--- src/core/slcr_pkg.sv ---
package slcr_pkg;
	localparam int NUM_LINKS = 8;
	// register indices; byte address is four times the index
	localparam logic [7:0] IDX_ROUTED = 8'h20;
	localparam logic [7:0] IDX_PROC   = 8'h40;
	localparam logic [7:0] IDX_EXT    = 8'h80;
	localparam logic [7:0] IDX_STATIC = 8'ha0;
	// routed and processor link fields
	localparam int LS_KIND_LSB = 24;
	localparam int LS_DEST_LSB = 16;
	localparam int LS_DIR_LSB  = 8;
	localparam int LS_NET_LSB  = 4;
	localparam int LS_JUNK_BIT = 2;
	localparam int LS_DST_BIT  = 1;
	localparam int LS_SRC_BIT  = 0;
	// external link fields
	localparam int EX_EN_BIT     = 31;
	localparam int EX_FIVE_BIT   = 30;
	localparam int EX_ERR_BIT    = 27;
	localparam int EX_ISSUED_BIT = 26;
	localparam int EX_HELD_BIT   = 25;
	localparam int EX_CRRST_BIT  = 24;
	localparam int EX_RXRST_BIT  = 23;
	localparam int EX_SYM_LSB    = 11;
	localparam int EX_TOK_LSB    = 0;
	localparam int GAP_W         = 11;
	// static forwarding fields
	localparam int ST_EN_BIT   = 31;
	localparam int ST_PROC_BIT = 8;
	localparam int ST_CHAN_LSB = 0;
	// reset values
	localparam logic [3:0]       DIR_RST  = 4'h0;
	localparam logic [1:0]       NET_RST  = 2'h0;
	localparam logic [GAP_W-1:0] GAP_RST  = 11'h000;
	localparam logic [4:0]       CHAN_RST = 5'h00;
	// static register index feeding each link letter a..h
	localparam int STATIC_SRC [NUM_LINKS] = '{2, 3, 0, 1, 6, 7, 4, 5};

	typedef enum logic [1:0] {
		SLCR_SWITCH_LINK    = 2'h0,
		SLCR_PROCESSOR_LINK = 2'h1,
		SLCR_SWITCH_CONTROL = 2'h2,
		SLCR_UNDEFINED      = 2'h3
	} slcr_link_source_kind_t;

	typedef struct packed {
		logic [1:0] link_source_kind;
		logic [7:0] dest_link;
		logic       junk;
		logic       dst_busy;
		logic       src_busy;
	} slcr_link_stat_t;

	typedef struct packed {
		logic             enable;
		logic             five_wire;
		logic [GAP_W-1:0] sym_gap;
		logic [GAP_W-1:0] tok_gap;
	} slcr_ext_cfg_t;

	typedef struct packed {
		logic       enable;
		logic       proc;
		logic [4:0] chanend;
	} slcr_static_cfg_t;
endpackage

--- src/core/slcr_regs.sv ---
// Summary of operation
// - routed status reports two-bit link source kind of each link
// - eight-bit destination link number readable while link in use
// - four-bit writable direction field per routed link, reset zero
// - two-bit writable network field per link, reset zero
// - read-only junk bit while current packet is being discarded
// - read-only busy bits for destination side and source side
// - eight processor link registers, no direction, bits 15:6 reserved
// - routed link registers serve links 0 to 7 from index 0x20
// - top bit enables external link and steers pin multiplexing
// - mode bit selects two-wire at 0, five-wire at 1
// - error flag on receive overflow or illegal token encoding
// - read-only bit shows this end issued credit to remote
// - read-only bit shows this end holds credit to transmit
// - credit-reset write clears own credit and sends credit request token
// - receiver-reset write makes next symbol the first of a token
// - symbol gap field gives minimum idle clocks minus one
// - token gap field gives minimum idle clocks between tokens minus one
// - external link registers serve links 0 to 7 from index 0x80
// - static enable forwards all traffic to set channel end
// - static mode picks processor bit and five-bit channel end
// - static registers map in order to links c,d,a,b,g,h,e,f
// - route dimension is most significant mismatching node id bit
//
// Added by the designer: the AHB-Lite interface to the registers.
module slcr_regs
	import slcr_pkg::*;
#(
	parameter int NODE_W = 16,
	parameter int DIM_W  = 4
) (
	input  wire logic                    hclk,
	input  wire logic                    hresetn,
	input  wire logic                    hsel,
	input  wire logic [31:0]             haddr,
	input  wire logic [1:0]              htrans,
	input  wire logic                    hwrite,
	input  wire logic [2:0]              hsize,
	input  wire logic                    hready,
	input  wire logic [31:0]             hwdata,
	output logic                         hreadyout,
	output logic                         hresp,
	output logic [31:0]                  hrdata,
	input  wire slcr_link_stat_t         routed_stat [NUM_LINKS],
	input  wire slcr_link_stat_t         proc_stat   [NUM_LINKS],
	output logic [3:0]                   routed_dir  [NUM_LINKS],
	output logic [1:0]                   routed_net  [NUM_LINKS],
	output logic [1:0]                   proc_net    [NUM_LINKS],
	input  wire logic [NUM_LINKS-1:0]    rx_overflow,
	input  wire logic [NUM_LINKS-1:0]    rx_bad_token,
	input  wire logic [NUM_LINKS-1:0]    credit_in,
	input  wire logic [NUM_LINKS-1:0]    rx_space,
	input  wire logic [NUM_LINKS-1:0]    sym_sent,
	input  wire logic [NUM_LINKS-1:0]    tok_done,
	output slcr_ext_cfg_t                ext_cfg     [NUM_LINKS],
	output logic [NUM_LINKS-1:0]         credit_grant,
	output logic [NUM_LINKS-1:0]         credit_req_send,
	output logic [NUM_LINKS-1:0]         rx_reset,
	output logic [NUM_LINKS-1:0]         tx_ready,
	output slcr_static_cfg_t             static_cfg  [NUM_LINKS],
	input  wire logic                    route_req,
	input  wire logic [NODE_W-1:0]       route_dest,
	input  wire logic [NODE_W-1:0]       node_id,
	output logic                         route_done,
	output logic                         route_miss,
	output logic [DIM_W-1:0]             route_dim
);

	// bus phase tracking
	logic        wr_pend_reg;
	logic [7:0]  wr_idx_reg;
	logic        ready_reg;
	logic [31:0] rdata_reg;
	logic [7:0]  rd_idx_reg;

	// address phase decode
	wire        accept   = hsel & hready & htrans[1];
	wire        rd_start = accept & ~hwrite;
	wire        wr_start = accept & hwrite;
	wire [7:0]  addr_idx = haddr[9:2];
	wire        in_range = (haddr[31:10] == 22'h000000);

	// data phase write decode by group
	wire        wr_routed = wr_pend_reg & (wr_idx_reg[7:3] == IDX_ROUTED[7:3]);
	wire        wr_proc   = wr_pend_reg & (wr_idx_reg[7:3] == IDX_PROC[7:3]);
	wire        wr_ext    = wr_pend_reg & (wr_idx_reg[7:3] == IDX_EXT[7:3]);
	wire        wr_static = wr_pend_reg & (wr_idx_reg[7:3] == IDX_STATIC[7:3]);
	wire [2:0]  wr_link   = wr_idx_reg[2:0];

	// write data fields shared by every link
	wire             wd_en      = hwdata[EX_EN_BIT];
	wire             wd_five    = hwdata[EX_FIVE_BIT];
	wire             wd_crrst   = hwdata[EX_CRRST_BIT];
	wire             wd_rxrst   = hwdata[EX_RXRST_BIT];
	wire [GAP_W-1:0] wd_sym     = hwdata[EX_SYM_LSB +: GAP_W];
	wire [GAP_W-1:0] wd_tok     = hwdata[EX_TOK_LSB +: GAP_W];
	wire [3:0]       wd_dir     = hwdata[LS_DIR_LSB +: 4];
	wire [1:0]       wd_net     = hwdata[LS_NET_LSB +: 2];
	wire             wd_st_en   = hwdata[ST_EN_BIT];
	wire             wd_st_proc = hwdata[ST_PROC_BIT];
	wire [4:0]       wd_st_chan = hwdata[ST_CHAN_LSB +: 5];

	// read decode by group, during the wait cycle
	wire        rd_routed = (rd_idx_reg[7:3] == IDX_ROUTED[7:3]);
	wire        rd_proc   = (rd_idx_reg[7:3] == IDX_PROC[7:3]);
	wire        rd_ext    = (rd_idx_reg[7:3] == IDX_EXT[7:3]);
	wire        rd_static = (rd_idx_reg[7:3] == IDX_STATIC[7:3]);
	wire [2:0]  rd_link   = rd_idx_reg[2:0];

	logic [31:0] routed_word [NUM_LINKS];
	logic [31:0] proc_word   [NUM_LINKS];
	logic [31:0] ext_word    [NUM_LINKS];
	logic [31:0] static_word [NUM_LINKS];
	slcr_static_cfg_t st_cfg [NUM_LINKS];

	// selected read word, unmapped reads zero
	wire [31:0] rd_word = rd_routed ? routed_word[rd_link] :
	                      rd_proc   ? proc_word[rd_link]   :
	                      rd_ext    ? ext_word[rd_link]    :
	                      rd_static ? static_word[rd_link] : 32'h00000000;

	// writes complete in their data phase, reads take one wait state
	always_ff @(posedge hclk or negedge hresetn) begin
		if (!hresetn) begin
			wr_pend_reg <= 1'b0;
			wr_idx_reg  <= 8'h00;
			rd_idx_reg  <= 8'h00;
			ready_reg   <= 1'b1;
			rdata_reg   <= 32'h00000000;
		end else begin
			wr_pend_reg <= wr_start & in_range;
			if (accept) begin
				wr_idx_reg <= addr_idx;
				rd_idx_reg <= in_range ? addr_idx : 8'hff;
			end
			ready_reg <= ~rd_start;
			if (!ready_reg) begin
				rdata_reg <= rd_word;
			end
		end
	end

	assign hreadyout = ready_reg;
	assign hresp     = 1'b0;
	assign hrdata    = rdata_reg;

	genvar g;
	generate
		for (g = 0; g < NUM_LINKS; g++) begin : gen_link
			logic [3:0]       dir_reg;
			logic [1:0]       rnet_reg;
			logic [1:0]       pnet_reg;
			logic             en_reg;
			logic             five_reg;
			logic [GAP_W-1:0] sym_reg;
			logic [GAP_W-1:0] tok_reg;
			logic             err_reg;
			logic             issued_reg;
			logic             held_reg;
			logic             grant_reg;
			logic             credit_request_token_reg;
			logic             rxrst_reg;
			logic [GAP_W:0]   gap_cnt_reg;
			logic             txr_reg;
			logic             st_en_reg;
			logic             st_proc_reg;
			logic [4:0]       st_chan_reg;

			wire hit_r  = wr_routed & (wr_link == 3'(g));
			wire hit_p  = wr_proc & (wr_link == 3'(g));
			wire hit_e  = wr_ext & (wr_link == 3'(g));
			wire hit_s  = wr_static & (wr_link == 3'(g));
			wire crrst  = hit_e & wd_crrst;
			wire rxrst  = hit_e & wd_rxrst;
			wire en_nx  = hit_e ? wd_en : en_reg;
			wire err_ev = rx_overflow[g] | rx_bad_token[g];
			// credit goes out only with room to receive
			wire give   = en_reg & rx_space[g] & ~issued_reg;
			wire held_nx = credit_in[g] | (held_reg & ~crrst);
			wire [GAP_W:0] sym_ld = {1'b0, sym_reg} + 12'h001;
			wire [GAP_W:0] tok_ld = {1'b0, tok_reg} + 12'h001;
			// idle count after each symbol or token
			wire [GAP_W:0] gap_nx =
				(sym_sent[g] & tok_done[g]) ? tok_ld :
				sym_sent[g] ? sym_ld :
				(gap_cnt_reg != 12'h000) ? gap_cnt_reg - 12'h001 :
				12'h000;

			// routed and processor link control fields
			always_ff @(posedge hclk or negedge hresetn) begin
				if (!hresetn) begin
					dir_reg  <= DIR_RST;
					rnet_reg <= NET_RST;
					pnet_reg <= NET_RST;
				end else begin
					if (hit_r) begin
						dir_reg  <= wd_dir;
						rnet_reg <= wd_net;
					end
					if (hit_p) begin
						pnet_reg <= wd_net;
					end
				end
			end

			// external link setup fields
			always_ff @(posedge hclk or negedge hresetn) begin
				if (!hresetn) begin
					en_reg   <= 1'b0;
					five_reg <= 1'b0;
					sym_reg  <= GAP_RST;
					tok_reg  <= GAP_RST;
				end else if (hit_e) begin
					en_reg   <= wd_en;
					five_reg <= wd_five;
					sym_reg  <= wd_sym;
					tok_reg  <= wd_tok;
				end
			end

			// sticky error flag, an event wins over a clear
			always_ff @(posedge hclk or negedge hresetn) begin
				if (!hresetn) begin
					err_reg <= 1'b0;
				end else begin
					err_reg <= err_ev | (err_reg & ~rxrst);
				end
			end

			// credit state, incoming credit wins over a clear
			always_ff @(posedge hclk or negedge hresetn) begin
				if (!hresetn) begin
					issued_reg <= 1'b0;
					held_reg   <= 1'b0;
					grant_reg  <= 1'b0;
				end else begin
					issued_reg <= give |
						(issued_reg & ~rxrst & en_nx);
					held_reg   <= held_nx;
					grant_reg  <= give;
				end
			end

			// one-cycle command pulses towards the link core
			always_ff @(posedge hclk or negedge hresetn) begin
				if (!hresetn) begin
					credit_request_token_reg <= 1'b0;
					rxrst_reg <= 1'b0;
				end else begin
					credit_request_token_reg <= crrst;
					rxrst_reg <= rxrst;
				end
			end

			// transmit pacing, ready only with credit and no gap left
			always_ff @(posedge hclk or negedge hresetn) begin
				if (!hresetn) begin
					gap_cnt_reg <= 12'h000;
					txr_reg     <= 1'b0;
				end else begin
					gap_cnt_reg <= gap_nx;
					txr_reg     <= en_nx & held_nx &
						(gap_nx == 12'h000);
				end
			end

			// static forwarding setup
			always_ff @(posedge hclk or negedge hresetn) begin
				if (!hresetn) begin
					st_en_reg   <= 1'b0;
					st_proc_reg <= 1'b0;
					st_chan_reg <= CHAN_RST;
				end else if (hit_s) begin
					st_en_reg   <= wd_st_en;
					st_proc_reg <= wd_st_proc;
					st_chan_reg <= wd_st_chan;
				end
			end

			// read words per link
			assign routed_word[g] = {
				6'h00,
				routed_stat[g].link_source_kind,
				routed_stat[g].dest_link,
				4'h0,
				dir_reg,
				2'h0,
				rnet_reg,
				1'b0,
				routed_stat[g].junk,
				routed_stat[g].dst_busy,
				routed_stat[g].src_busy};
			assign proc_word[g] = {
				6'h00,
				proc_stat[g].link_source_kind,
				proc_stat[g].dest_link,
				10'h000,
				pnet_reg,
				1'b0,
				proc_stat[g].junk,
				proc_stat[g].dst_busy,
				proc_stat[g].src_busy};
			assign ext_word[g] = {
				en_reg,
				five_reg,
				2'h0,
				err_reg,
				issued_reg,
				held_reg,
				2'h0,
				1'b0,
				sym_reg,
				tok_reg};
			assign static_word[g] = {
				st_en_reg,
				22'h000000,
				st_proc_reg,
				3'h0,
				st_chan_reg};

			// static setup of this register, reordered by letter below
			assign st_cfg[g] = '{st_en_reg, st_proc_reg, st_chan_reg};

			// outputs to the switch and link cores
			assign routed_dir[g]      = dir_reg;
			assign routed_net[g]      = rnet_reg;
			assign proc_net[g]        = pnet_reg;
			assign ext_cfg[g]         = '{en_reg, five_reg, sym_reg, tok_reg};
			assign credit_grant[g]    = grant_reg;
			assign credit_req_send[g] = credit_request_token_reg;
			assign rx_reset[g]        = rxrst_reg;
			assign tx_ready[g]        = txr_reg;
		end

		// letter order of the static registers
		for (g = 0; g < NUM_LINKS; g++) begin : gen_static_map
			assign static_cfg[g] = st_cfg[STATIC_SRC[g]];
		end
	endgenerate

	// most significant mismatching bit of two node ids
	function automatic logic [DIM_W-1:0] msb_mismatch(
		input logic [NODE_W-1:0] diff
	);
		logic [DIM_W-1:0] pos;
		pos = '0;
		for (int i = 0; i < NODE_W; i++) begin
			if (diff[i]) begin
				pos = DIM_W'(i);
			end
		end
		return pos;
	endfunction

	logic             route_done_reg;
	logic             route_miss_reg;
	logic [DIM_W-1:0] route_dim_reg;
	wire [NODE_W-1:0] route_diff = route_dest ^ node_id;

	// routing dimension lookup, one cycle per request
	always_ff @(posedge hclk or negedge hresetn) begin
		if (!hresetn) begin
			route_done_reg <= 1'b0;
			route_miss_reg <= 1'b0;
			route_dim_reg  <= '0;
		end else begin
			route_done_reg <= route_req;
			if (route_req) begin
				route_miss_reg <= |route_diff;
				route_dim_reg  <= msb_mismatch(route_diff);
			end
		end
	end

	assign route_done = route_done_reg;
	assign route_miss = route_miss_reg;
	assign route_dim  = route_dim_reg;

endmodule

--- config.mk ---
export PLATFORM = sky130hd
export DESIGN_NAME = slcr_regs
export DESIGN_NICKNAME = d
export VERILOG_FILES = /design/src/core/slcr_pkg.sv /design/src/core/slcr_regs.sv
export SDC_FILE = /design/constraint.sdc
export NUM_CORES = 1
export LEC_CHECK = 0
export ABC_CLOCK_PERIOD_IN_PS = 4000
export CORE_AREA = 8 8 288 290
export DETAILED_ROUTE_END_ITERATION = 16
export DIE_AREA = 0 0 296 298
export DONT_BUFFER_PORTS = 1
export GPL_ROUTABILITY_DRIVEN = 0
export PLACE_DENSITY = 0.51
export SYNTH_ARGS = -nofsm -noshare
export SYNTH_HDL_FRONTEND = slang
export SYNTH_SLANG_ARGS = --single-unit
--- constraint.sdc ---
create_clock -name hclk -period 4 [get_ports hclk]
set_clock_uncertainty 0.2 [all_clocks]
set_input_delay 0.6 -clock hclk [delete_from_list [all_inputs] [get_ports hclk]]
set_output_delay 0.6 -clock hclk [all_outputs]
set_load 0.01 [all_outputs]
# Yosys cells after proc, flatten, opt, wreduce, memory -nomap -nowiden
# Index checks and enable logic that the tools add are counted.
[classes]
n_addsub = 24
n_reduce_logical = 19
bitwise = 189
mux = 64
n_lt_le_gt_ge = 1
eq_ne = 15
[op_table]
columns = ["operator", "count"]
rows = [
  ["binary-select mux 32 bit (select 3 bit)", 4],
  ["2-to-1 mux 32 bit", 12],
  ["2-to-1 mux 12 bit", 24],
  ["adder 11 x 1 -> 12 bit (second input constant)", 16],
  ["AND 1 bit", 129],
  ["zero test 12 bit", 8],
  ["nonzero test 12 bit", 8],
  ["subtractor 12 x 1 -> 12 bit (second input constant)", 8],
  ["2-to-1 mux 4 bit", 8],
  ["bitwise OR 1 bit", 32],
  ["inverter 1 bit", 26],
  ["zero test 22 bit", 1],
  ["== test 5 bit (second input constant)", 4],
  ["OR reduction 16 bit", 1],
  ["XOR 16 bit", 1],
  ["== test 3 bit (second input constant)", 4],
  ["2-to-1 mux 3 bit", 4],
  ["== test 5 x 3 -> 1 bit (second input constant)", 2],
  ["== test 5 x 4 -> 1 bit (second input constant)", 2],
  ["2-to-1 mux 1 bit", 9],
  ["2-to-1 mux 8 bit", 1],
  ["== test 3 x 2 -> 1 bit (second input constant)", 2],
  ["greater-or-equal comparator 4 bit (second input constant)", 1],
  ["2-to-1 mux 2 bit", 2],
  ["3 further kinds", 3],
]
[word_totals]
inputBits = 363
ff_bits = 520
output_inout_bits = 384

# Longest topological paths before layout
# Gate-level depths: netlist (run 1).
[depth]
ltp_word = 16
ltp_mapped = 9
ltp_nobuf = 8

# Worst setup path before layout (run 1)
# OpenSTA, ideal clock, no wires.
[synth_path]
path_kind = "reg-to-reg"
startpoint = "register gen_link[6].gap_cnt_reg[0]"
endpoint = "register gen_link[6].txr_reg"
n_path_buf = 1
required_ns = 3.699
arrival_ns = 2.526
slack_ns = 1.173
stages_incl_launch_ff = 10
path_cell_list = "dfrtp_1 -> inv_1 -> ha_1 -> or3b_2 -> clkbuf_1 -> o31a_1 -> o21ai_0 -> a22oi_1 -> or4b_2 -> nor4_1"
[synth_between]
elab_chain_len = 6
elab_cells_between_ends = 7
classes_between = "1 x add/sub; 3 x mux; 1 x bitwise; 2 x reduce/logical"
[synth_rtl]
columns = ["item", "line_no", "text"]
rows = [
  ["start, declared", "slcr_regs.sv:163", "logic [GAP_W:0] gap_cnt_reg;"],
  ["start signal, assigned", "slcr_regs.sv:261", "gap_cnt_reg <= gap_nx;"],
  ["subtractor 12 x 1 -> 12 bit / nonzero test 12 bit (equally long branches)", "slcr_regs.sv:186", "(gap_cnt_reg != 12'h000) ? gap_cnt_reg - 12'h001 :"],
  ["2-to-1 mux 12 bit (*)", "slcr_regs.sv:186", ""],
  ["2-to-1 mux 12 bit (*)", "slcr_regs.sv:185", "sym_sent[g] ? sym_ld :"],
  ["2-to-1 mux 12 bit (*)", "slcr_regs.sv:184", "(sym_sent[g] & tok_done[g]) ? tok_ld :"],
  ["net gen_link[6].gap_nx[6]", "slcr_regs.sv:183", "wire [GAP_W:0] gap_nx ="],
  ["zero test 12 bit (*)", "slcr_regs.sv:263", "(gap_nx == 12'h000);"],
  ["AND 1 bit (*)", "slcr_regs.sv:262", "txr_reg <= en_nx & held_nx &"],
  ["end signal, assigned", "slcr_regs.sv:262", ""],
  ["end, declared", "slcr_regs.sv:164", "logic txr_reg;"],
]
# The timed path passes the listed nets; every way through them passes the cells marked *.
# A chain may end at the register's enable or synchronous reset.

# Final worst setup path (run 1)
# Ends and elaborated chain as after synthesis.

==> flow_summary.toml, run 1 <==
[status]
run_status = "finished with violations"
failed_checks = "hold timing"

[run]
timing.max_cap.violations = 0

[synthesis]
syn_inst = 2587
netlist_top_cells_area = "sky130_fd_sc_hd__dfrtp_1 43%, sky130_fd_sc_hd__mux2_2 12%, sky130_fd_sc_hd__mux4_2 11%, sky130_fd_sc_hd__xnor2_1 2.3%, sky130_fd_sc_hd__nand2_1 2.3%"
synthesis.yosys.warnings = 0
synth_seq_area_share = 0.433
cell_area_after_technology_mapping_um2 = 30000
post_synth.cell_area_avg_um2 = 11.6
synth-main-ff-cell = "sky130_fd_sc_hd__dfrtp_1"
synth_top_area_frac = 0.432
async_reset_ff_frac = 1.00
post_synth_num_cell_types = 74
synth_edf_count = 0
ys_ff_latch = 518
synthDominantAreaCellType = "sky130_fd_sc_hd__dfrtp_1"

[global_route]
gr-total-overflow = 0
via_count_of_the_first_global_routing_pass = 23500
global_route.usage.total = 0.279
grt_start_max_net_pins = 519
grt_pass1_wl_um = 181000
initial_antenna_violation_count = 16

[cts]
tritoncts_clock_tree = "done"
hold_fix_buffers_cts = 86
clkLatencyLatePin_ns = 0.66
cts_setup_buffers = 0
max_buffers_root_to_sink = 3
clk_transition_reported_paths_ns = 0.06
numClockSinks = 518
post_cts_resize_count = 0
htree_levels = 2
cell_at_the_root_of_the_clock_tree = "sky130_fd_sc_hd__clkbuf_16"
cts_bufs_inserted = 60

[power_and_ir_drop]
worst_ir_drop_vdd_v = 0.000358
cellPowerDensity_nw_per_um2 = 401
p_leak_nw = 14.0

[setup_path]
worst-r2r-setup-slack_ns = 0.68
critical_path_launch_point_type = "flop"
reg2reg_from = "gen_link[6].gap_cnt_reg[0]$_DFF_PN0_"
slowest_stage = "sky130_fd_sc_hd__or4b_2"
arrival_ns = 3.66
worst_ep_required_time_ns = 4.33
worstPathMaxFanout = 7
cell_depth_of_the_worst_flop_to_flop_path = 8
worst_r2r_endpoint = "gen_link[6].txr_reg$_DFF_PN0_"
path_class = "flop to flop"
critical_path.cell_chain = "inv_1 -> ha_1 -> nor4b_1 -> a31o_2 -> o22ai_1 -> a2111oi_0 -> or4b_2 -> nor4_1"
critical_path.endpoint_type = "flop"
cpPeakStageDelay_ns = 0.63

[die]
placeableCoreArea_um2 = 78400
die-width_um = 296
core_rows = 103
ioPinCount = 747
initial_core_utilization = 0.382
die_height_um = 298
dieArea_um2 = 88200

[drt]
vias = 23300
vias_per_cell = 6.33
detailedRoute.firstPassIterationCount = 7
route.antenna.remaining_nets = 0
drt_first_iter_violations = 1863
drt-wirelength-per-cell_um = 34.6
drc = 0
finalWirelength_um = 128000

[timing]
setup_ws_ns = 0.676
drv_slew = 0
finalSetupViolCount = 0
worst_pin_slew_ns = 1.45
final_period_util = 0.831
hold_slack_ns = -0.554
max-slew-margin-rel = 0.0330
final_period_minus_worst_setup_slack_ns = 3.32
final.setup.tns_ns = 0
rsz0062_at_grt = "no"
hold_viol_final = 518
max_freq_mhz = 301

[cells_and_area]
layout.cells.most_common = "sky130_fd_sc_hd__dfrtp_1"
number_of_nets_at_the_end_of_the_flow = 2971
multi_input_comb_area_um2 = 15700
largest_register_ff_count = 96
layout-drive-gt1-share = 0.257
fillers = 7382
layout_common_cells = "514 x sky130_fd_sc_hd__dfrtp_1, 329 x sky130_fd_sc_hd__mux2_2, 181 x sky130_fd_sc_hd__nand2_1"
area.sequential_um2 = 13000
final_util = 0.431
syn_to_final_growth_pct = 12.8

[hold_path]
min_path_type = "input port to asynchronous set/reset pin"

[placed_design]
place_hpwl_um = 97600
buffer_ports.inserted = 0
placement_stage_worst_setup_slack_ns = 0.754
-- synth_stat cells (8+ instances only) --
cell type,number
sky130_fd_sc_hd__nand2b_1,10
sky130_fd_sc_hd__buf_1,13
sky130_fd_sc_hd__mux4_2,143
sky130_fd_sc_hd__buf_4,67
sky130_fd_sc_hd__nor2_1,74
sky130_fd_sc_hd__ha_1,32
sky130_fd_sc_hd__nor4b_1,9
sky130_fd_sc_hd__o31a_1,27
sky130_fd_sc_hd__a22oi_1,28
sky130_fd_sc_hd__nor3b_1,9
sky130_fd_sc_hd__a31oi_1,16
sky130_fd_sc_hd__dfrtp_1,517
sky130_fd_sc_hd__o22a_1,10
sky130_fd_sc_hd__o21bai_1,8
sky130_fd_sc_hd__mux2i_1,64
sky130_fd_sc_hd__or3b_2,8
sky130_fd_sc_hd__a21oi_1,21
sky130_fd_sc_hd__nor4_1,61
sky130_fd_sc_hd__buf_2,15
sky130_fd_sc_hd__o21a_1,35
sky130_fd_sc_hd__a31o_2,15
sky130_fd_sc_hd__nor3_1,74
sky130_fd_sc_hd__xnor2_1,79
sky130_fd_sc_hd__nand3_1,90
sky130_fd_sc_hd__o31ai_1,34
sky130_fd_sc_hd__o22ai_1,23
sky130_fd_sc_hd__inv_1,61
sky130_fd_sc_hd__nand4_1,38
sky130_fd_sc_hd__or4_1,25
sky130_fd_sc_hd__a211oi_1,8
sky130_fd_sc_hd__o21ai_0,100
sky130_fd_sc_hd__or2_2,10
sky130_fd_sc_hd__nand2_1,181
sky130_fd_sc_hd__xor2_1,69
sky130_fd_sc_hd__and3_1,23
sky130_fd_sc_hd__o221ai_1,17
sky130_fd_sc_hd__a211o_1,9
sky130_fd_sc_hd__clkbuf_1,112
sky130_fd_sc_hd__or3_1,24
sky130_fd_sc_hd__mux2_2,329
-- metal layers --
metal	vias up	part of all wire	global-route usage
met3	258	0.084	0.0795
met2	1181	0.50	0.479
met5	-	0.00031	0
li1	9770	-	-
met1	12100	0.37	0.326
met4	6	0.046	0.112
-- power by group --
group,total [mW],internal (mW),switching [mW]
registers,6.12,5.53,0.582
logic,1.42,0.679,0.741
clock network,6.02,3.59,2.43
total,13.6,9.80,3.75
-- layout make-up --
class | instances | share of cell area
multi-input cells | 1803 | 0.466
inverters | 61 | 0.00678
clock inverters | 27 | 0.0119
well taps | 1050 | 0.0389
flip-flops and latches | 518 | 0.384
repair buffers | 132 | 0.0390
diodes | 9 | 0.000667
clock buffers | 85 | 0.0531
-- critical path, delay by kind of cell, from the launching register on --
family | cells | cell delay, ns
and+or+nand+nor | 3 | 1.47
AOI/OAI and AO/OA | 3 | 0.90
adders and majority gates | 1 | 0.14
buffers and inverters | 1 | 0.09
DFF | 1 | 0.40
-- cells by family after synthesis --
group                    count (synthesis)  share of synthesized area
AO/OA/AOI/OAI                          409                     0.0964
XOR/XNOR                               148                     0.0433
adder cells (fa/ha/maj)                 32                     0.0134
buffers and inverters                  268                     0.0426
flip-flops                             518                      0.433
multiplexers                           537                      0.253
other                                    1                   0.000125
AND/OR/NAND/NOR                        674                      0.118
-- stage by stage --
| step | power [mW] | area [um^2] | instances | hold WS (ns) |
|---|---|---|---|---|
| floorplan | 7.01 | 30000 | 2589 | 0.104 |
| global placement | 7.38 | 30700 | 3478 | 0.132 |
| detailed placement | 7.43 | 30700 | 3478 | 0.135 |
| CTS | 13.7 | 33800 | 3676 | -0.585 |
| global route | 14.1 | 33800 | 3681 | -0.588 |
| finish | 13.6 | 33800 | 3685 | -0.554 |
-- how the worst max path moves through the flow --
stage	startpoint	end	slack, ns	depth (start not counted)
2_1_floorplan	gen_link[6].gap_cnt_reg[0]$_DFF_PN0_	gen_link[6].txr_reg$_DFF_PN0_	1.17	9
3_3_place_gp	gen_link[6].gap_cnt_reg[0]$_DFF_PN0_	gen_link[6].txr_reg$_DFF_PN0_	0.73	8
3_5_place_dp	gen_link[6].gap_cnt_reg[0]$_DFF_PN0_	gen_link[6].txr_reg$_DFF_PN0_	0.75	8
4_1_cts	gen_link[6].gap_cnt_reg[0]$_DFF_PN0_	gen_link[6].txr_reg$_DFF_PN0_	0.72	8
5_1_grt	gen_link[6].gap_cnt_reg[0]$_DFF_PN0_	gen_link[6].txr_reg$_DFF_PN0_	0.48	8
6_report	gen_link[6].gap_cnt_reg[0]$_DFF_PN0_	gen_link[6].txr_reg$_DFF_PN0_	0.68	8
Note: power is estimated with default switching activity, not from simulation.
==> run 2, diff against run 1 <==
ABC_CLOCK_PERIOD_IN_PS = 3160   (was 4000)
clock period = 3.16 ns   (was 4 ns; I/O delays follow)
==> run 2 against run 1 <==
Against the previous run: the flow finishes with violations (hold timing, slew limit); non-clock buffer count grew 127; first-iteration DRC count grew 8.1%; fmax is 10% higher; routed wire length increased by 1.3%; final cell count is 3.6% higher; combinational power grew 44%; sequential share of layout area fell by 1.3 points.
==> flow_summary.toml, run 2 (synthesis results as in run 1) <==
[drt]
finalWirelength_um = 129000
detailedRoute.firstPassIterationCount = 6
vias_per_cell = 6.20
drt-wirelength-per-cell_um = 33.9
vias = 23700
route.antenna.remaining_nets = 0
drc = 0
drt_first_iter_violations = 2013

[setup_path]
worstPathMaxFanout = 6
worst_r2r_endpoint = "gen_link[6].txr_reg$_DFF_PN0_"
cell_depth_of_the_worst_flop_to_flop_path = 8
arrival_ns = 3.33
path_class = "flop to flop"
slowest_stage = "sky130_fd_sc_hd__or4b_2"
critical_path_launch_point_type = "flop"
critical_path.startpoint = "gen_link[6].gap_cnt_reg[0]$_DFF_PN0_"
cpPeakStageDelay_ns = 0.67
worst-r2r-setup-slack_ns = 0.15
timing.critical_path.to = "gen_link[6].txr_reg$_DFF_PN0_"
cp.depth = 8
critPathTopFamily = "simple AND/OR/NAND/NOR gates"
reg2reg_from = "gen_link[6].gap_cnt_reg[0]$_DFF_PN0_"
worst_ep_required_time_ns = 3.48
critical_path.endpoint_type = "flop"
critical_path.cell_chain = "inv_1 -> ha_1 -> or3b_2 -> o31a_1 -> o21ai_0 -> a22oi_1 -> or4b_2 -> nor4_2"
critPathBufInv = 1

[cells_and_area]
syn_to_final_growth_pct = 16.8
final_util = 0.446
number_of_nets_at_the_end_of_the_flow = 3104
layout.cells.most_common = "sky130_fd_sc_hd__dfrtp_1"
finalInstanceArea_um2 = 35000
layout-drive-gt1-share = 0.284
largest_register_ff_count = 96
layout_common_cells = "514 x sky130_fd_sc_hd__dfrtp_1, 329 x sky130_fd_sc_hd__mux2_2, 179 x sky130_fd_sc_hd__nand2_1"
stdcell_count = 3817

[timing]
hold_slack_ns = -0.640
worst_pin_slew_ns = 1.97
final_period_minus_worst_setup_slack_ns = 3.01
max-slew-margin-rel = -0.315
final.setup.tns_ns = 0
drv_slew = 192
finalSetupViolCount = 0
final_period_util = 0.954
rsz0062_at_grt = "no"
hold_viol_final = 518
setup_ws_ns = 0.146
max_freq_mhz = 332

[run]
timing.max_cap.violations = 0

[status]
failed_checks = "hold timing, slew limit"
run_status = "finished with violations"

[cts]
tritoncts_clock_tree = "done"
clk_transition_reported_paths_ns = 0.06
hold_fix_buffers_cts = 108
htree_levels = 3
numClockSinks = 518
cts_bufs_inserted = 66
cell_at_the_root_of_the_clock_tree = "sky130_fd_sc_hd__clkbuf_16"
cts_setup_buffers = 0
clkLatencyLatePin_ns = 0.62
max_buffers_root_to_sink = 3

[power_and_ir_drop]
cellPowerDensity_nw_per_um2 = 505
worst_ir_drop_vdd_v = 0.000439
p_leak_nw = 14.7

[global_route]
gr-total-overflow = 0
grt_pass1_wl_um = 183000
grt_start_max_net_pins = 519
initial_antenna_violation_count = 11
via_count_of_the_first_global_routing_pass = 24000
global_route.usage.total = 0.283

[die]
initial_core_utilization = 0.382
die_height_um = 298
die-width_um = 296
core_rows = 103
ioPinCount = 747
placeableCoreArea_um2 = 78400
dieArea_um2 = 88200

[placed_design]
buffer_ports.inserted = 0
place_hpwl_um = 98500
post_dp_cell_area_um2 = 31400
place.detailed.instances = 3583
placement_stage_worst_setup_slack_ns = 0.0805

[hold_path]
min_path_type = "input port to asynchronous set/reset pin"
[run 2: repair_timing]
action,CTS,global route
endpoints found under the setup margin,0,7
gates resized for setup,0,10
endpoints found under the hold margin,985,518
[run 2: worst reg2reg max path: stages, from the launching register on]
cell and delay (ns):
sky130_fd_sc_hd__dfrtp_1 0.40, sky130_fd_sc_hd__inv_1 0.09, sky130_fd_sc_hd__ha_1 0.18, sky130_fd_sc_hd__or3b_2 0.55, sky130_fd_sc_hd__o31a_1 0.27, sky130_fd_sc_hd__o21ai_0 0.18, sky130_fd_sc_hd__a22oi_1 0.13, sky130_fd_sc_hd__or4b_2 0.67
sky130_fd_sc_hd__nor4_2 0.25
[run 2: through the flow]
| step | hold WS [ns] | power [mW] |
|---|---|---|
| after floorplan | -0.0216 | 8.87 |
| after global placement | 0.00462 | 9.43 |
| after detailed placement | 0.00579 | 9.48 |
| after CTS | -0.675 | 17.8 |
| after global routing | -0.679 | 18.3 |
| final | -0.640 | 17.7 |
[run 2: area by class of cell]
cell class              instances  area [um^2]
fillers                      7362        43400
multi-input cells            1803        15800
flip-flops and latches        518        13000
repair buffers                259         2330
clock buffers                  97         1940
well taps                    1050         1310
clock inverters                22          403
inverters                      61          229
diodes                          7         17.5
[run 2: per-layer routing]
layer / global-route usage / share of wire
met2: 0.477 / 0.49
met4: 0.136 / 0.056
met3: 0.0692 / 0.084
met5: 0 / 0.00027
met1: 0.336 / 0.37
[run 2: where the power goes]
| group | internal [mW] | switching, mW | total, mW |
|---|---|---|---|
| combinational | 0.950 | 1.09 | 2.04 |
| sequential | 7.01 | 0.644 | 7.65 |
| clock | 4.75 | 3.20 | 7.95 |
[run 2: worst min-delay path by stage]
stage | startpoint | end | depth (start not counted)
3_3_place_gp | hresetn | gen_link[5].err_reg$_DFF_PN0_ | 0
6_report | hresetn | gen_link[5].rxrst_reg$_DFF_PN0_ | 0
4_1_cts | hresetn | gen_link[5].rxrst_reg$_DFF_PN0_ | 0
2_1_floorplan | hresetn | gen_link[0].credit_request_token_reg$_DFF_PN0_ | 0
5_1_grt | hresetn | gen_link[5].rxrst_reg$_DFF_PN0_ | 0
3_5_place_dp | hresetn | gen_link[5].rxrst_reg$_DFF_PN0_ | 0
==> run 3, diff against run 2 <==
CTS_BUF_LIST = sky130_fd_sc_hd__clkbuf_4 sky130_fd_sc_hd__clkbuf_8 sky130_fd_sc_hd__clkbuf_16   (was unset)
SKIP_LAST_GASP = 1   (was unset)
==> run 3 against run 2 <==
Against the previous run: the run still ends with hold timing, slew limit left; largest cell class unchanged; critical path depth is the same; register-to-register slack lost 0.06 ns; worst setup slack lost 0.059 ns; design area grew 0.13%; core utilization grew 0.057 points; routed wire length is essentially flat; sequential power is essentially flat; hold slack lost 0.0069 ns; non-clock buffer count is the same; die area is the same; first-iteration DRC count grew 2.6%; clock power grew 2%.
==> flow_summary.toml, run 3 (synthesis results as in run 1) <==
[timing]
final_period_minus_worst_setup_slack_ns = 3.07
setup_ws_ns = 0.0874
worst_pin_slew_ns = 1.95
max-slew-margin-rel = -0.298
hold_slack_ns = -0.647
final.setup.tns_ns = 0
hold_viol_final = 518
final_period_util = 0.972
max_freq_mhz = 325
rsz0062_at_grt = "yes"
drv_slew = 249
finalSetupViolCount = 0

[power_and_ir_drop]
cellPowerDensity_nw_per_um2 = 508
p_leak_nw = 14.8
worst_ir_drop_vdd_v = 0.000440
report.power.total_mw = 17.8

[setup_path]
cp.depth = 8
worst_r2r_endpoint = "gen_link[6].txr_reg$_DFF_PN0_"
reg2reg_from = "gen_link[6].gap_cnt_reg[0]$_DFF_PN0_"
cpPeakStageDelay_ns = 0.64
critical_path.endpoint_type = "flop"
worstPathMaxFanout = 6
critical_path.cell_chain = "inv_1 -> ha_1 -> or3b_2 -> o31a_1 -> o21ai_0 -> a22oi_1 -> or4b_2 -> nor4_1"
critical_path_launch_point_type = "flop"
critPathBufInv = 1
timing.critical_path.to = "gen_link[6].txr_reg$_DFF_PN0_"
path_class = "flop to flop"
arrival_ns = 3.37
worst-r2r-setup-slack_ns = 0.09
slowest_stage = "sky130_fd_sc_hd__or4b_2"
worst_ep_required_time_ns = 3.46
critPathTopFamily = "simple AND/OR/NAND/NOR gates"
cell_depth_of_the_worst_flop_to_flop_path = 8
critical_path.startpoint = "gen_link[6].gap_cnt_reg[0]$_DFF_PN0_"

[cells_and_area]
finalInstanceArea_um2 = 35000
syn_to_final_growth_pct = 16.9
largest_register_ff_count = 96
fillers = 7342
number_of_nets_at_the_end_of_the_flow = 3104
layout-drive-gt1-share = 0.289
final_util = 0.447
layout.cells.most_common = "sky130_fd_sc_hd__dfrtp_1"
area.sequential_um2 = 13000
layout_common_cells = "514 x sky130_fd_sc_hd__dfrtp_1, 329 x sky130_fd_sc_hd__mux2_2, 179 x sky130_fd_sc_hd__nand2_1"
stdcell_count = 3817
multi_input_comb_area_um2 = 15800

[placed_design]
place.detailed.instances = 3583
post_dp_cell_area_um2 = 31400
placement_stage_worst_setup_slack_ns = 0.0805
place_hpwl_um = 98500
buffer_ports.inserted = 0

[die]
placeableCoreArea_um2 = 78400
ioPinCount = 747
core_rows = 103
die_height_um = 298
initial_core_utilization = 0.382
dieArea_um2 = 88200
die-width_um = 296

[drt]
vias = 23600
drt-wirelength-per-cell_um = 33.9
detailedRoute.firstPassIterationCount = 5
drt_first_iter_violations = 2066
finalWirelength_um = 129000
route.antenna.remaining_nets = 0
vias_per_cell = 6.19
drc = 0

[run]
timing.max_cap.violations = 0

[cts]
hold_fix_buffers_cts = 108
clkLatencyLatePin_ns = 0.62
cell_at_the_root_of_the_clock_tree = "sky130_fd_sc_hd__clkbuf_16"
clk_transition_reported_paths_ns = 0.06
cts_bufs_inserted = 66
htree_levels = 3
cts_setup_buffers = 0
max_buffers_root_to_sink = 3
numClockSinks = 518
tritoncts_clock_tree = "done"

[global_route]
grt_pass1_wl_um = 183000
global_route.usage.total = 0.283
grt_start_max_net_pins = 519
gr-total-overflow = 0
via_count_of_the_first_global_routing_pass = 24000
initial_antenna_violation_count = 13

[status]
failed_checks = "hold timing, slew limit"
run_status = "finished with violations"

[hold_path]
min_path_type = "input port to asynchronous set/reset pin"
## run 3: worst min-delay path by stage
| stage | from | to | slack (ns) |
|---|---|---|---|
| 3_5_place_dp | hresetn | gen_link[5].rxrst_reg$_DFF_PN0_ | 0.006 |
| 5_1_grt | hresetn | gen_link[6].err_reg$_DFF_PN0_ | -0.68 |
| 4_1_cts | hresetn | gen_link[5].rxrst_reg$_DFF_PN0_ | -0.67 |
| 6_report | hresetn | gen_link[5].rxrst_reg$_DFF_PN0_ | -0.65 |
| 3_3_place_gp | hresetn | gen_link[5].err_reg$_DFF_PN0_ | 0.005 |
| 2_1_floorplan | hresetn | gen_link[0].credit_request_token_reg$_DFF_PN0_ | -0.02 |
## run 3: final cells by class
type,count,area share
diodes,7,0.000500
clock buffers,97,0.0568
clock inverters,22,0.0115
inverters,61,0.00654
multi-input cells,1803,0.450
flip-flops and latches,518,0.370
well taps,1050,0.0375
repair buffers,259,0.0664
## run 3: routing by layer
metal,up-vias,wire length (um),global-route usage
met3,250,10800,0.0688
met2,1183,63100,0.478
met5,-,40,0
met4,6,7030,0.134
li1,10000,-,-
met1,12200,48300,0.337
## run 3: where the power goes
group          internal (mW)  switching (mW)  leakage [nW]  total, mW
logic                  0.949            1.09          7.25       2.04
registers               7.01           0.645          6.32       7.66
clock network           4.87            3.22          1.18       8.09
total                   12.8            4.95          14.8       17.8
## run 3: repair_timing
action,CTS,global route
resized for setup,0,8
endpoints found under the setup margin,0,7
hold endpoints to repair,985,518
